**config.mk**
```make
export PLATFORM = sky130hd
export DESIGN_NAME = ctrb_trim_regs
export DESIGN_NICKNAME = d
export VERILOG_FILES = /design/src/ctrb_pkg.sv /design/src/ctrb_fuse_loader.sv /design/src/ctrb_trim_regs.sv
export VERILOG_INCLUDE_DIRS = /design/src
export SDC_FILE = /design/constraint.sdc
export NUM_CORES = 1
export LEC_CHECK = 0
export ABC_CLOCK_PERIOD_IN_PS = 2300
export BUFFER_PORTS_ARGS = -buffer_cell sky130_fd_sc_hd__buf_2
export CORE_UTILIZATION = 25
export DETAILED_ROUTE_END_ITERATION = 8
export HOLD_SLACK_MARGIN = 0.02
export PLACE_DENSITY = 0.53
export SLEW_MARGIN = 5
export SYNTH_ARGS = -nofsm -noshare
export SYNTH_HDL_FRONTEND = slang
export SYNTH_SLANG_ARGS = --single-unit
export TNS_END_PERCENT = 50
```
**constraint.sdc**
```tcl
create_clock -name clk_sys -period 2.3 [get_ports clk_sys]
set_input_delay 0.23 -clock clk_sys [delete_from_list [all_inputs] [get_ports clk_sys]]
set_output_delay 0.23 -clock clk_sys [all_outputs]
set_load 0.005 [all_outputs]
```
**src/ctrb_consts.svh**
```systemverilog
// Purpose: Constants for the converter trim register bank
// Assumes: Included by the package and both design modules
// Notes:   Indices are register numbers; byte address is index times four
`ifndef CTRB_CONSTS_SVH
`define CTRB_CONSTS_SVH

// ----------------------------------------------------------------------
// Bus geometry
// ----------------------------------------------------------------------
`define CTRB_ADDR_W 12
`define CTRB_DATA_W 32
`define CTRB_BE_W 4
`define CTRB_IDX_W 10
`define CTRB_NUM_REGS 9
`define CTRB_NUM_BANKS 4

// ----------------------------------------------------------------------
// Register indices (byte address = index * 4)
// ----------------------------------------------------------------------
`define CTRB_IDX_B_OFS 10'h34E
`define CTRB_IDX_DUAL_A0 10'h350
`define CTRB_IDX_DUAL_A1 10'h351
`define CTRB_IDX_DUAL_B0 10'h352
`define CTRB_IDX_DUAL_B1 10'h353
`define CTRB_IDX_SNGL_A0 10'h354
`define CTRB_IDX_SNGL_A1 10'h355
`define CTRB_IDX_SNGL_B0 10'h356
`define CTRB_IDX_SNGL_B1 10'h357
`define CTRB_IDX_STATUS 10'h3F0

// ----------------------------------------------------------------------
// Slots in the register array
// ----------------------------------------------------------------------
`define CTRB_SLOT_B_OFS 0
`define CTRB_SLOT_DUAL0 1
`define CTRB_SLOT_SNGL0 5

// ----------------------------------------------------------------------
// Field layout and reset values
// ----------------------------------------------------------------------
`define CTRB_OFS_MSB 11
`define CTRB_OFS_W 12
`define CTRB_GAIN_MSB 4
`define CTRB_GAIN_W 5
`define CTRB_MASK_OFS 16'hFFFF
`define CTRB_MASK_GAIN 16'h00FF
`define CTRB_RST_OFS 16'h0000
`define CTRB_RST_GAIN 16'h0000
`define CTRB_RD_UNMAPPED 32'h00000000
`define CTRB_STAT_FUSED 0
`define CTRB_STAT_SINGLE 1
`define CTRB_STAT_FGCAL 2
`define CTRB_STAT_APPLY 3

`endif

```
**src/ctrb_pkg.sv**
```systemverilog
// Purpose: Types for the converter trim register bank
// Assumes: Constants come from ctrb_consts.svh
// Notes:   State of each design module is one packed struct
`include "ctrb_consts.svh"

package ctrb_pkg;

    // ------------------------------------------------------------------
    // Fuse loader
    // ------------------------------------------------------------------
    typedef enum logic [1:0] {
        CTRB_FL_WAIT = 2'b00,
        CTRB_FL_LOAD = 2'b01,
        CTRB_FL_DONE = 2'b10
    } ctrb_fuse_state_e;

    typedef struct packed {
        ctrb_fuse_state_e state;
        logic load;
    } ctrb_loader_s;

    // ------------------------------------------------------------------
    // Register bank
    // ------------------------------------------------------------------
    typedef logic [15:0] ctrb_word_t;

    typedef struct packed {
        ctrb_word_t [`CTRB_NUM_REGS-1:0] regs;
        logic [`CTRB_NUM_REGS-1:0] written;
        logic ack;
        logic [`CTRB_DATA_W-1:0] rdata;
        logic fused;
        logic [`CTRB_NUM_BANKS-1:0][`CTRB_GAIN_W-1:0] gain;
        logic [`CTRB_OFS_W-1:0] b_ofs;
        logic b_apply;
    } ctrb_bank_s;

endpackage

```
**src/ctrb_fuse_loader.sv**
```systemverilog
// Purpose: Issues one load pulse once fuse storage reports valid
// Assumes: fuse_ready is synchronous to clk_sys
// Notes:   Pulses once per reset; later fuse_ready changes are ignored
`timescale 1ns/10ps
`include "ctrb_consts.svh"

module ctrb_fuse_loader (
    input wire logic clk_sys,
    input wire logic nrst,
    input wire logic ce,
    input wire logic fuse_ready,
    output logic fuse_load,
    output logic fuse_done
);

    ctrb_pkg::ctrb_loader_s r;
    ctrb_pkg::ctrb_loader_s r_nxt;

    // ------------------------------------------------------------------
    // Sequence
    // ------------------------------------------------------------------
    always_comb begin
        r_nxt = r;
        if (ce) begin
            r_nxt.load = 1'b0;
            case (r.state)
                ctrb_pkg::CTRB_FL_WAIT: begin
                    if (fuse_ready) begin
                        r_nxt.state = ctrb_pkg::CTRB_FL_LOAD;
                        r_nxt.load = 1'b1;
                    end
                end
                ctrb_pkg::CTRB_FL_LOAD: begin
                    r_nxt.state = ctrb_pkg::CTRB_FL_DONE;
                end
                ctrb_pkg::CTRB_FL_DONE: begin
                    r_nxt.state = ctrb_pkg::CTRB_FL_DONE;
                end
                default: begin
                    r_nxt.state = ctrb_pkg::CTRB_FL_WAIT;
                end
            endcase
        end
    end

    always_ff @(posedge clk_sys or negedge nrst) begin
        if (!nrst) begin
            r.state <= ctrb_pkg::CTRB_FL_WAIT;
            r.load <= 1'b0;
        end else begin
            r <= r_nxt;
        end
    end

    assign fuse_load = r.load;
    assign fuse_done = (r.state == ctrb_pkg::CTRB_FL_DONE);

endmodule // ctrb_fuse_loader

```
**src/ctrb_trim_regs.sv**
```systemverilog
// Purpose: Offset and fine-gain trim registers behind an Avalon-MM slave
// Assumes: All inputs synchronous to clk_sys; 32-bit bus, byte addresses
// Notes:   One wait state per access; fuse defaults load once after reset
`timescale 1ns/10ps
`include "ctrb_consts.svh"

// Function
// - 16-bit register at 0x34E, low 12 bits B offset, resets zero, RW.
// - B offset applied only on second input with foreground cal, any mode.
// - Dual-mode gain A bank 0 in bits 4:0 at 0x350, reset zero.
// - Dual-mode gain A bank 1 in bits 4:0 at 0x351, reset zero.
// - Dual-mode gain B bank 0 at 0x352; default comes from fuses.
// - Dual-mode gain B bank 1 at 0x353; bits 7:5 reserved but writable.
// - Single-mode gain A bank 0 at 0x354, replaces dual value there.
// - Single-mode gain A bank 1 in bits 4:0 at 0x355, reset zero.
// - Single-mode gain B bank 0 in bits 4:0 at 0x356, reset zero.
// - Single-mode gain B bank 1 in bits 4:0 at 0x357.
module ctrb_trim_regs (
    input wire logic clk_sys,
    input wire logic nrst,
    input wire logic ce,
    input wire logic [`CTRB_ADDR_W-1:0] avs_address,
    input wire logic avs_read,
    input wire logic avs_write,
    input wire logic [`CTRB_DATA_W-1:0] avs_writedata,
    input wire logic [`CTRB_BE_W-1:0] avs_byteenable,
    output logic [`CTRB_DATA_W-1:0] avs_readdata,
    output logic avs_waitrequest,
    input wire logic fuse_ready,
    input wire logic [15:0] fuse_b_offset,
    input wire logic [31:0] fuse_gain_dual,
    input wire logic [31:0] fuse_gain_single,
    input wire logic single_mode,
    input wire logic fg_cal_en,
    input wire logic b_on_second_analog_input,
    output logic [`CTRB_OFS_W-1:0] b_core_second_input_offset,
    output logic b_offset_apply,
    output logic [`CTRB_GAIN_W-1:0] gain_trim_a_bank0_field,
    output logic [`CTRB_GAIN_W-1:0] gain_trim_a_bank1_field,
    output logic [`CTRB_GAIN_W-1:0] gain_trim_b_bank0_dual,
    output logic [`CTRB_GAIN_W-1:0] gain_trim_b_bank1_field,
    output logic fuse_done
);

    // ------------------------------------------------------------------
    // Declarations
    // ------------------------------------------------------------------
    ctrb_pkg::ctrb_bank_s r;
    ctrb_pkg::ctrb_bank_s r_nxt;
    logic fuse_load;
    logic req;
    logic commit_wr;
    logic take;
    logic [`CTRB_IDX_W-1:0] idx;
    logic aligned;
    logic [`CTRB_NUM_REGS-1:0] hit;
    logic stat_hit;
    ctrb_pkg::ctrb_word_t [`CTRB_NUM_REGS-1:0] wr_val;
    ctrb_pkg::ctrb_word_t [`CTRB_NUM_REGS-1:0] fuse_val;
    ctrb_pkg::ctrb_word_t rd_word;
    logic [`CTRB_DATA_W-1:0] stat_word;

    // ------------------------------------------------------------------
    // Register map helpers
    // ------------------------------------------------------------------
    function automatic logic [`CTRB_IDX_W-1:0] slot_index(input int s);
        logic [`CTRB_IDX_W-1:0] v;
        v = `CTRB_IDX_B_OFS;
        case (s)
            0: v = `CTRB_IDX_B_OFS;
            1: v = `CTRB_IDX_DUAL_A0;
            2: v = `CTRB_IDX_DUAL_A1;
            3: v = `CTRB_IDX_DUAL_B0;
            4: v = `CTRB_IDX_DUAL_B1;
            5: v = `CTRB_IDX_SNGL_A0;
            6: v = `CTRB_IDX_SNGL_A1;
            7: v = `CTRB_IDX_SNGL_B0;
            8: v = `CTRB_IDX_SNGL_B1;
            default: v = `CTRB_IDX_B_OFS;
        endcase
        return v;
    endfunction

    // Offset register keeps all 16 bits, gain registers their low byte
    function automatic ctrb_pkg::ctrb_word_t slot_mask(input int s);
        ctrb_pkg::ctrb_word_t m;
        m = `CTRB_MASK_GAIN;
        if (s == `CTRB_SLOT_B_OFS) begin
            m = `CTRB_MASK_OFS;
        end
        return m;
    endfunction

    // ------------------------------------------------------------------
    // Fuse default sequencing
    // ------------------------------------------------------------------
    ctrb_fuse_loader u_fuse_loader (
        .clk_sys(clk_sys),
        .nrst(nrst),
        .ce(ce),
        .fuse_ready(fuse_ready),
        .fuse_load(fuse_load),
        .fuse_done(fuse_done)
    );

    // ------------------------------------------------------------------
    // Bus handshake
    // ------------------------------------------------------------------
    // First cycle of a request only captures read data; the second
    // cycle (ack set, clock enabled) releases waitrequest and commits.
    assign req = avs_read | avs_write;
    assign take = req & ~r.ack;
    assign commit_wr = avs_write & r.ack & ce;
    assign avs_waitrequest = req & ~(r.ack & ce);
    assign avs_readdata = r.rdata;

    // ------------------------------------------------------------------
    // Address decode
    // ------------------------------------------------------------------
    assign idx = avs_address[`CTRB_ADDR_W-1:2];
    assign aligned = (avs_address[1:0] == 2'h0);
    assign stat_hit = aligned & (idx == `CTRB_IDX_STATUS);

    // ------------------------------------------------------------------
    // Per-register decode, write merge and fuse default
    // ------------------------------------------------------------------
    genvar g;
    generate
        for (g = 0; g < `CTRB_NUM_REGS; g = g + 1) begin : g_reg
            logic [7:0] lo;
            logic [7:0] hi;
            // Byte lanes 0 and 1 carry the register; upper lanes ignored
            assign lo = avs_byteenable[0] ? avs_writedata[7:0]
                                          : r.regs[g][7:0];
            assign hi = avs_byteenable[1] ? avs_writedata[15:8]
                                          : r.regs[g][15:8];
            assign hit[g] = aligned & (idx == slot_index(g));
            assign wr_val[g] = {hi, lo} & slot_mask(g);
            if (g == `CTRB_SLOT_B_OFS) begin : g_ofs
                assign fuse_val[g] = fuse_b_offset & slot_mask(g);
            end else if (g < `CTRB_SLOT_SNGL0) begin : g_dual
                assign fuse_val[g] = {8'h00,
                    fuse_gain_dual[(g-`CTRB_SLOT_DUAL0)*8 +: 8]};
            end else begin : g_sngl
                assign fuse_val[g] = {8'h00,
                    fuse_gain_single[(g-`CTRB_SLOT_SNGL0)*8 +: 8]};
            end
        end
    endgenerate

    // ------------------------------------------------------------------
    // Read mux
    // ------------------------------------------------------------------
    always_comb begin
        rd_word = 16'h0000;
        for (int i = 0; i < `CTRB_NUM_REGS; i++) begin
            if (hit[i]) begin
                rd_word = r.regs[i];
            end
        end
    end

    always_comb begin
        stat_word = `CTRB_RD_UNMAPPED;
        stat_word[`CTRB_STAT_FUSED] = r.fused;
        stat_word[`CTRB_STAT_SINGLE] = single_mode;
        stat_word[`CTRB_STAT_FGCAL] = fg_cal_en;
        stat_word[`CTRB_STAT_APPLY] = r.b_apply;
    end

    // ------------------------------------------------------------------
    // Next state
    // ------------------------------------------------------------------
    always_comb begin
        r_nxt = r;
        if (ce) begin
            // Handshake: ack toggles on for exactly one clock-enabled cycle per request; it holds while ce is low
            r_nxt.ack = take;
            if (take) begin
                if (avs_read && |hit) begin
                    r_nxt.rdata = {16'h0000, rd_word};
                end else if (avs_read && stat_hit) begin
                    r_nxt.rdata = stat_word;
                end else begin
                    r_nxt.rdata = `CTRB_RD_UNMAPPED;
                end
            end

            // Fuse defaults fill only registers software has not written
            if (fuse_load) begin
                r_nxt.fused = 1'b1;
                for (int i = 0; i < `CTRB_NUM_REGS; i++) begin
                    if (!r.written[i]) begin
                        r_nxt.regs[i] = fuse_val[i];
                    end
                end
            end

            // A write in the load cycle wins over the fuse value
            if (commit_wr) begin
                for (int i = 0; i < `CTRB_NUM_REGS; i++) begin
                    if (hit[i]) begin
                        r_nxt.regs[i] = wr_val[i];
                        r_nxt.written[i] = 1'b1;
                    end
                end
            end

            // Offset drive: second input under foreground cal, any mode
            r_nxt.b_apply = fg_cal_en & b_on_second_analog_input;
            if (fg_cal_en && b_on_second_analog_input) begin
                r_nxt.b_ofs =
                    r.regs[`CTRB_SLOT_B_OFS][`CTRB_OFS_MSB:0];
            end else begin
                r_nxt.b_ofs = '0;
            end

            // Gain drive: single-mode set replaces the dual-mode set
            for (int b = 0; b < `CTRB_NUM_BANKS; b++) begin
                if (single_mode) begin
                    r_nxt.gain[b] = r.regs[`CTRB_SLOT_SNGL0 + b]
                        [`CTRB_GAIN_MSB:0];
                end else begin
                    r_nxt.gain[b] = r.regs[`CTRB_SLOT_DUAL0 + b]
                        [`CTRB_GAIN_MSB:0];
                end
            end
        end
    end

    // ------------------------------------------------------------------
    // State register
    // ------------------------------------------------------------------
    always_ff @(posedge clk_sys or negedge nrst) begin
        if (!nrst) begin
            r <= '0;
            r.regs[`CTRB_SLOT_B_OFS] <= `CTRB_RST_OFS;
            for (int i = 1; i < `CTRB_NUM_REGS; i++) begin
                r.regs[i] <= `CTRB_RST_GAIN;
            end
        end else begin
            r <= r_nxt;
        end
    end

    // ------------------------------------------------------------------
    // Outputs
    // ------------------------------------------------------------------
    assign b_core_second_input_offset = r.b_ofs;
    assign b_offset_apply = r.b_apply;
    assign gain_trim_a_bank0_field = r.gain[0];
    assign gain_trim_a_bank1_field = r.gain[1];
    assign gain_trim_b_bank0_dual = r.gain[2];
    assign gain_trim_b_bank1_field = r.gain[3];

endmodule // ctrb_trim_regs

```
# After elaboration in Yosys (flattened, before gate mapping)
# Index checks and enable logic that the tools add are counted.
[word_totals] regBits=223 inputBits=137 output_inout_bits=67 elab_cells=159
[op_classes] n_eq_ne=23 n_mux=50 bitwise=19 n_reduce_logical=29
[ops] op="$mux W16" count=28
[ops] op="$mux W153" count=1
[ops] op="$mux W144" count=1
[ops] op="$eq A10 B10 Y1 const B" count=10
[ops] op="$ne A3 B3 Y1 const B" count=10
[ops] op="$reduce_and A3 Y1" count=9
[ops] op="$reduce_and A2 Y1" count=13
[ops] op="$mux W5" count=4
[ops] op="$and A1 B1 Y1" count=16
[ops] op="$mux W8" count=2
[ops] op="$mux W12" count=1
[ops] op="$mux W1" count=10
[ops] op="$reduce_or A9 Y1" count=1
[ops] op="$logic_not A2 Y1" count=2
[ops] op="$mux W4" count=1
[ops] op="$pmux W2 S2" count=1
[ops] op="$logic_and A1 B1 Y1" count=3
[ops] op="$mux W3" count=1
[ops] op="$eq A2 B1 Y1 const B" count=1
[ops] op="$eq A2 B2 Y1 const B" count=1
[ops] op="$ne A2 B2 Y1 const B" count=1
[ops] op="$not A1 Y1" count=2
[ops] op="$reduce_or A2 Y1" count=1
[ops] op="$or A1 B1 Y1" count=1

# Longest topological paths before layout
# Gate-level depths: netlist (run 1).
[depth] word_depth=12 depth_mapped=9 ltp_nobuf=5

# By module
# Synthesis (run 1) repeated with hierarchy kept, for this count alone.
[unflattened] hier_cells=1145 area_unflattened_um2=10915.5
[by_module_without_submodules] module="ctrb_trim_regs" n_inst=1 cells_per_inst=1130 area_each_um2=10756.6 seq_area_each_um2=5104.9
[by_module_without_submodules] module="ctrb_fuse_loader" n_inst=1 cells_per_inst=15 area_each_um2=158.9 seq_area_each_um2=75.1

# Worst setup path after synthesis (run 1)
# No wires, ideal clock.
[synth_timing] kind="input to register" startpoint="in avs_address[5]" endpoint="reg r[158] (netlist name)" setup_time_ps=128 arrival_ps=2077 required_ps=2172 path_slack_ps=96 cell_stages=6 n_path_buf=2 path_cell_list="clkbuf_1 or4b_2 nor4_2 buf_2 mux2_2 mux2_1"
[synth_between] elab_chain_len=4 elab_cells_between_ends=6 cone_classes="2 x eq/ne; 2 x mux; 1 x bitwise; 1 x reduce/logical"
[synth_rtl] element="start, declared" line_no="ctrb_trim_regs.sv:22" rtl="input wire logic [`CTRB_ADDR_W-1:0] avs_address,"
[synth_rtl] element="$eq A10 B10 Y1 (*)" line_no="ctrb_trim_regs.sv:137" rtl="assign hit[g] = aligned & (idx == slot_index(g));"
[synth_rtl] element="$and A1 B1 Y1 (*)" line_no="ctrb_trim_regs.sv:137"
[synth_rtl] element="$ne A3 B3 Y1 (no source line) / $mux W16 (equally long branches)"
[synth_rtl] element="$reduce_and A2 Y1 (no source line) / $mux W153 (equally long branches)"
[synth_rtl] element="end signal, assigned" line_no="ctrb_trim_regs.sv:242" rtl="r <= r_nxt;"
[synth_rtl] element="end, declared" line_no="ctrb_trim_regs.sv:48" rtl="ctrb_pkg::ctrb_bank_s r;"
# Every way passes the cells marked *; elsewhere a longest branch is shown, timed or not.
# A chain may end at the register's enable or synchronous reset.

# Final worst setup path (run 1)
[layout_timing] startpoint="reg r[66] (netlist name)" endpoint="reg r[111] (netlist name)"
[layout_between] elab_chain_len=4 elab_cells_between_ends=5 cone_classes="1 x eq/ne; 1 x mux; 2 x bitwise; 1 x reduce/logical"
[layout_rtl] element="$and A1 B1 Y1 (*) (2 in a row)" line_no="ctrb_trim_regs.sv:113" rtl="assign commit_wr = avs_write & r.ack & ce;"
[layout_rtl] element="$ne A3 B3 Y1 (no source line)"
[layout_rtl] element="$reduce_and A2 Y1 (no source line)"
# Marked as above.

==> results.txt, run 1 <==
EDFF count, synth -> 0
Hold Path Class -> in2reg
Critical Path AT -> 2.44 ns
Worst R2R Path Depth -> 7
total setup buffers inserted after CTS -> 0
sw power -> 3.93 mW
power density of the placed cells -> 883 nW/um^2
post-synthesis sequential area ratio -> 46.4%
Die H -> 213 um
post-synthesis cell type count -> 67
cell-internal power -> 8.20 mW
drt via density -> 4.81
drt wl/cell -> 20.5 um
startpoint types -> flip-flop
Async SR Flop Fraction -> 100%
worst-path maximum fanout -> 7
layout cells sized above 1 -> 32.3%
nets -> 1,419
Clk network pwr share -> 30.9%
Slew Viols, Final -> 0
Lkg Pwr -> 6.21 nW
Fmax achieved -> 490 MHz
number of cells on the worst hold path -> 3
crit-path cells -> nand3_2, buf_4, nor4_2, buf_4, mux2i_1, nor2_4, mux2_2
Core Region -> 44,100 sq um
Most Frequent Cell on Critical Path -> buf_4
r2r setup slk -> 0.26 ns
max cap viols -> 0
Seq cells post-synth -> 207
CP Depth -> 7
r2r endpoint -> r[111]
CP max stage delay -> 0.43 ns
initial antenna violation count -> 6
DR pass1 iterations -> 7
delay-heaviest family, CP -> simple AND/OR/NAND/NOR gates
total CTS buffers -> 25
CTS tree -> built
Reg-to-Reg Start -> r[66]
CP endpoint kind -> flip-flop
setup violators final -> 0
root buffer cell -> clkbuf_16
H-tree Lvls -> 1
Top FF cell, synth -> dfrtp_1
Layout Skew -> 0.0142 ns
Initial Util -> 25.3%
Worst EP required -> 2.70 ns
WL final -> 38.8 mm
Layout Utilization -> 31.1%
DRC viols -> 0
num ports -> 204
fin cells -> 1,889
number of global-route vias before repair -> 9,122
Final period util -> 88.8%
worst-margin pin slew -> 0.714 ns
RSZ-0062 raised after global routing -> no
Area growth, synth to finish -> 23.0%
TNS Setup -> 0 ns
clock sink count -> 207
critical path class -> reg2reg
overall power -> 12.1 mW
CP Buf/Inv Count -> 2
sw frac -> 32.4%
Placer Congestion -> 0.856
largest net degree at the start of global routing -> 75
YS warnings -> 0
DP Cell Count -> 1,836
Comb pwr share -> 23.9%
peak supply drop -> 588 uV
Synth Cell Area -> 11,200 sq um
drt initial violations -> 580
DP HPWL -> 29.6 mm
Via Count -> 9,095
clk slew on worst S/H paths -> 0.06 ns
CP max-delay cell -> dfrtp_2
global router's overall resource usage -> 17.0%
Post-Syn Area per Cell -> 10.2 sq um
WHS Endpoint -> u_fuse_loader.fuse_load
first-pass GRT wire length -> 58.4 mm
Flop pwr share -> 45.2%
Die X -> 213 um
HP Start -> fuse_ready
status -> finished clean
Port Buffers -> 169
aggregate global routing overflow -> 0
Post-DRT Antenna Nets -> 0
cells after synthesis -> 1,095
slew margin rel. -> 52.3%
min Tclk post-route -> 2.04 ns
Clock Path Buffers -> 3
Fin. Hold Viols -> 0
Clk Latency, worst-skew pair -> 0.53 ns
# rows -> 77
die area -> 45,500 sq um
==> layer usage <==
metal / global-route usage [%] / wire, um
met3: 3.79 / 2690
met4: 3.15 / 532
met2: 25.0 / 16100
met5: 0 / 57
met1: 25.5 / 19400
==> area by class of cell <==
class | count | area [sq um]
multi-input cells | 737 | 5160
flip-flops and latches | 207 | 5180
diodes | 1 | 2.50
repair buffers | 278 | 1770
clock inverters | 12 | 93.8
clock buffers | 32 | 672
fillers | 4639 | 30400
well taps | 592 | 741
inverters | 30 | 113
==> worst min-delay path, cell delays in order <==
cell and delay, ns:
buf_2 0.10, nand3_1 0.09, o21ai_0 0.08
==> Yosys cell counts, types with 3 or more instances <==
master | instances | area (sq um)
a211oi_1 | 11 | 82.6
a21o_1 | 11 | 82.6
a21oi_1 | 55 | 275
a221o_1 | 12 | 120
a221oi_1 | 9 | 78.8
a22o_1 | 23 | 201
a22oi_1 | 12 | 90.1
a2bb2oi_1 | 27 | 236
a311oi_1 | 3 | 26.3
a32oi_1 | 5 | 43.8
and2_1 | 61 | 382
buf_1 | 9 | 33.8
buf_2 | 10 | 50.1
buf_4 | 65 | 488
clkbuf_1 | 50 | 188
dfrtp_1 | 207 | 5180
ha_1 | 3 | 37.5
inv_1 | 29 | 109
mux2_2 | 85 | 957
mux2i_1 | 46 | 460
nand2_1 | 39 | 146
nand2b_1 | 20 | 125
nand3_1 | 9 | 45.0
nand4_1 | 4 | 25.0
nor2_1 | 111 | 417
nor2b_1 | 7 | 43.8
nor3_1 | 8 | 40.0
nor3b_1 | 3 | 22.5
nor4_1 | 13 | 81.3
nor4bb_1 | 3 | 30.0
o211ai_1 | 4 | 30.0
o21ai_0 | 57 | 285
o221ai_1 | 10 | 87.6
o22ai_1 | 8 | 50.1
o2bb2ai_1 | 9 | 78.8
o31ai_1 | 4 | 30.0
or2_2 | 4 | 25.0
or3_1 | 5 | 31.3
or4_1 | 3 | 22.5
==> cell usage in the layout, fill, tap and decap left out, types with 6 or more instances in the layout <==
master and count:
a211oi_1 11, a21o_1 11, a21oi_1 55, a221o_1 12
a221oi_1 9, a22o_1 23, a22oi_1 12, a2bb2oi_1 27
and2_1 61, buf_12 6, buf_2 168, buf_4 95
clkbuf_16 25, clkinv_2 8, conb_1 16, dfrtp_1 206
dlygate4sd3_1 8, inv_1 29, mux2_2 85, mux2i_1 46
nand2_1 39, nand2b_1 20, nand3_1 8, nor2_1 111
nor2b_1 7, nor3_1 8, nor4_1 12, o21ai_0 56
o221ai_1 10, o22ai_1 8, o2bb2ai_1 9
==> stage by stage <==
step                      worst slack (ns)  area (sq um)  hold slack, ns
after global routing                0.0863         13700          0.0375
after CTS                            0.109         13700          0.0224
after global placement             -0.0568         12900           0.314
final                                0.257         13700          0.0229
after floorplan                     0.0958         11200         -0.0656
after detailed placement           -0.0740         12900           0.315
==> power by group through the flow <==
stage	clock, mW	combinational (mW)	sequential, mW
3_3_place_gp	0	2.85	5.49
2_1_floorplan	0	2.08	5.07
6_report	3.75	2.90	5.48
4_1_cts	3.84	2.93	5.44
3_5_place_dp	0	2.90	5.49
5_1_grt	3.99	3.21	5.57
==> registers in the layout, indices dropped and copies added (netlist names) <==
signal / count
avs_readdata: 16
b_core_second_input_offset: 12
b_offset_apply: 1
gain_trim_a_bank0_field: 5
gain_trim_a_bank1_field: 5
gain_trim_b_bank0_dual: 5
gain_trim_b_bank1_field: 5
r: 155
u_fuse_loader.fuse_load: 1
u_fuse_loader.r: 2
==> timing repair <==
action                                  CTS  global route
endpoints found under the setup margin    0            16
hold endpoints to repair                 75             0
hold buffers                              8             0
gates resized for setup                   0             2
==> how the worst max path moves through the flow <==
stage	from	end	slack [ns]
global placement	avs_address[3]	r[111]	-0.06
finish	r[66]	r[111]	0.26
floorplan	avs_address[5]	r[158]	0.1
global route	r[66]	r[94]	0.09
detailed placement	avs_address[3]	r[111]	-0.07
CTS	r[66]	r[111]	0.11
==> logic make-up after synthesis <==
family,synth area share [%]
and+or+nand+nor,14.3
buffers and inverters,8.01
other,0.0336
AOI/OAI and AO/OA,17.8
adders and majority gates,0.336
DFF,46.4
muxes,13.1
Power figures use the tool's default switching activity.
==> inputs of run 2 (changes only) <==
==> constraint.sdc (replaced) <==
create_clock -name clk_sys -period 2.3 [get_ports clk_sys]
set_input_delay 0.345 -clock clk_sys [delete_from_list [all_inputs] [get_ports clk_sys]]
set_output_delay 0.345 -clock clk_sys [all_outputs]
set_load 0.005 [all_outputs]
==> run 2 against run 1 <==
  * Register-to-register slack got worse by 0.02 ns
  * Core utilization rose by 0.062 points
  * Clock skew fell by 0.0016 ns
  * First-iteration DRC count rose by 19%
  * Critical path depth fell by 1
  * Die area did not move
  * Count of clock-buffer cells in the layout did not move
  * Via count rose by 1.1%
  * Flip-flop and latch count did not move
  * Sequential share of layout area fell by 0.085 points
  * Maximum frequency fell by 1.2%
  * Largest cell class unchanged
  * Largest power group unchanged
  * Highest routed layer unchanged
==> results.txt, run 2 (same netlist as run 1, synthesis figures left out) <==
max cap viols -> 0 (unchanged)
r2r endpoint -> r[208]
diode count -> 0 (-1)
first-pass GRT wire length -> 58.9 mm (+0.91%)
Slew Viols, Final -> 0 (unchanged)
# rows -> 77 (unchanged)
num ports -> 204 (unchanged)
Fin. Hold Viols -> 0 (unchanged)
Via Count -> 9,191 (+1.1%)
fin worst setup slack -> 0.233 ns (-0.0241 ns)
number of global-route vias before repair -> 9,362 (+2.6%)
Initial Util -> 25.3% (unchanged)
Die H -> 213 um (unchanged)
Core Region -> 44,100 sq um (unchanged)
pre-CTS WS -> -0.192 ns (-0.118 ns)
min Tclk post-route -> 2.07 ns (+0.0241 ns)
number of cells on the worst hold path -> 3 (unchanged)
drt wl/cell -> 20.7 um (+0.64%)
DRC viols -> 0 (unchanged)
most frequent cells in the layout -> dfrtp_1 (207), buf_2 (168), buf_4 (112)
DP HPWL -> 29.9 mm (+1.1%)
layout cells sized above 1 -> 33.2% (+0.88 points)
worst-margin pin slew -> 0.717 ns (+0.00325 ns)
nets -> 1,427 (+0.56%)
DR pass1 iterations -> 5 (-2)
Critical Path AT -> 2.47 ns (+0.03 ns)
HP Start -> fuse_b_offset[4]
Worst EP required -> 2.70 ns (about the same)
Port Buffers -> 169 (unchanged)
largest net degree at the start of global routing -> 71 (-5.3%)
drt via density -> 4.85 (+0.68%)
Post-DRT Antenna Nets -> 0 (unchanged)
Worst R2R Path Depth -> 6 (-1)
Fmax achieved -> 484 MHz (-1.2%)
global router's overall resource usage -> 17.3% (+0.22 points)
Layout Skew -> 0.0126 ns (-0.00158 ns)
peak supply drop -> 489 uV (-17%)
initial antenna violation count -> 4 (-2)
max reg flops -> 155 (unchanged)
CP endpoint kind -> flip-flop
aggregate global routing overflow -> 0 (unchanged)
TNS Setup -> 0 ns (unchanged)
Lkg Pwr -> 6.26 nW (+0.71%)
Die X -> 213 um (unchanged)
Placer Congestion -> 0.839 (-2.0%)
CTS tree -> built
WHS Endpoint -> r[80]
commonest non-fill, non-tap cell in the layout -> dfrtp_1
Clk Latency, worst-skew pair -> 0.52 ns (about the same)
power density of the placed cells -> 884 nW/um^2 (about the same)
H-tree Lvls -> 1 (unchanged)
Layout Utilization -> 31.2% (+0.062 points)
WL final -> 39.2 mm (+1.0%)
Reg-to-Reg Start -> r[66]
drt initial violations -> 689 (+19%)
r2r setup slk -> 0.23 ns (-0.02 ns)
worst-path maximum fanout -> 4 (-3)
startpoint types -> flip-flop
setup violators final -> 0 (unchanged)
Gates resized, CTS repair -> 0 (unchanged)
Final period util -> 89.9% (+1.0 points)
total CTS buffers -> 24 (-4.0%)
status -> finished clean
Area growth, synth to finish -> 23.2%
register name with the most flops -> r
slew margin rel. -> 52.1% (-0.22 points)
clock sink count -> 207 (unchanged)
root buffer cell -> clkbuf_16
critical path class -> reg2reg
RSZ-0062 raised after global routing -> no
Hold Path Class -> in2reg
clk slew on worst S/H paths -> 0.06 ns (about the same)
die area -> 45,500 sq um (unchanged)
Clock Path Buffers -> 3 (unchanged)
## run 2: report_power, final
part           switching (mW)  internal [mW]
registers               0.901           4.57
logic                    1.44           1.48
clock network            1.58           2.19
total                    3.93           8.23
## run 2: worst max path at each step
stage	start	to	slack, ns	depth (start not counted)
after floorplan	avs_address[3]	r[108]	0.01	5
after global placement	avs_address[2]	r[163]	-0.20	7
after detailed placement	avs_address[3]	r[111]	-0.19	8
after CTS	r[66]	r[111]	0.25	7
after global routing	r[66]	r[113]	0.12	8
final	r[66]	r[208]	0.23	6
## run 2: through the flow
stage / hold WS, ns / power, mW / area [sq um] / instances
floorplan: 0.0494 / 7.15 / 11200 / 1110
global placement: 0.421 / 8.36 / 13000 / 1852
detailed placement: 0.419 / 8.42 / 13000 / 1852
CTS: 0.110 / 12.2 / 13800 / 1896
global route: 0.153 / 12.8 / 13800 / 1896
finish: 0.130 / 12.2 / 13800 / 1896
## run 2: layer usage
layer	track usage, %	up-vias	part of all wire, %
li1	-	4273	-
met2	26.1	296	43
met5	0	-	0.13
met4	3.28	8	1.4
met3	3.60	50	7.4
met1	25.3	4564	48
## run 2: critical path: stages, from the launching register on
cell and delay [ns]:
dfrtp_1 0.36, and3_1 0.18, nand2_1 0.15, or3_1 0.47
mux2i_2 0.29, buf_4 0.18, mux2_2 0.32
## run 2: area by class of cell
cell class                 instances  area, sq um
tap                              592          741
sequential                       207         5180
fill                            4643        30400
clock inverter                    11         82.6
multi-input combinational        737         5150
clock buffer                      32          682
timing repair buffer             287         1810
inverter                          30          113
## run 2: repair_timing
item                                   4_1_cts  5_1_grt
endpoints found under the hold margin       63        0
hold buffers                                 1        0
setup endpoints to repair                    0        0
setup buffers                                0        0
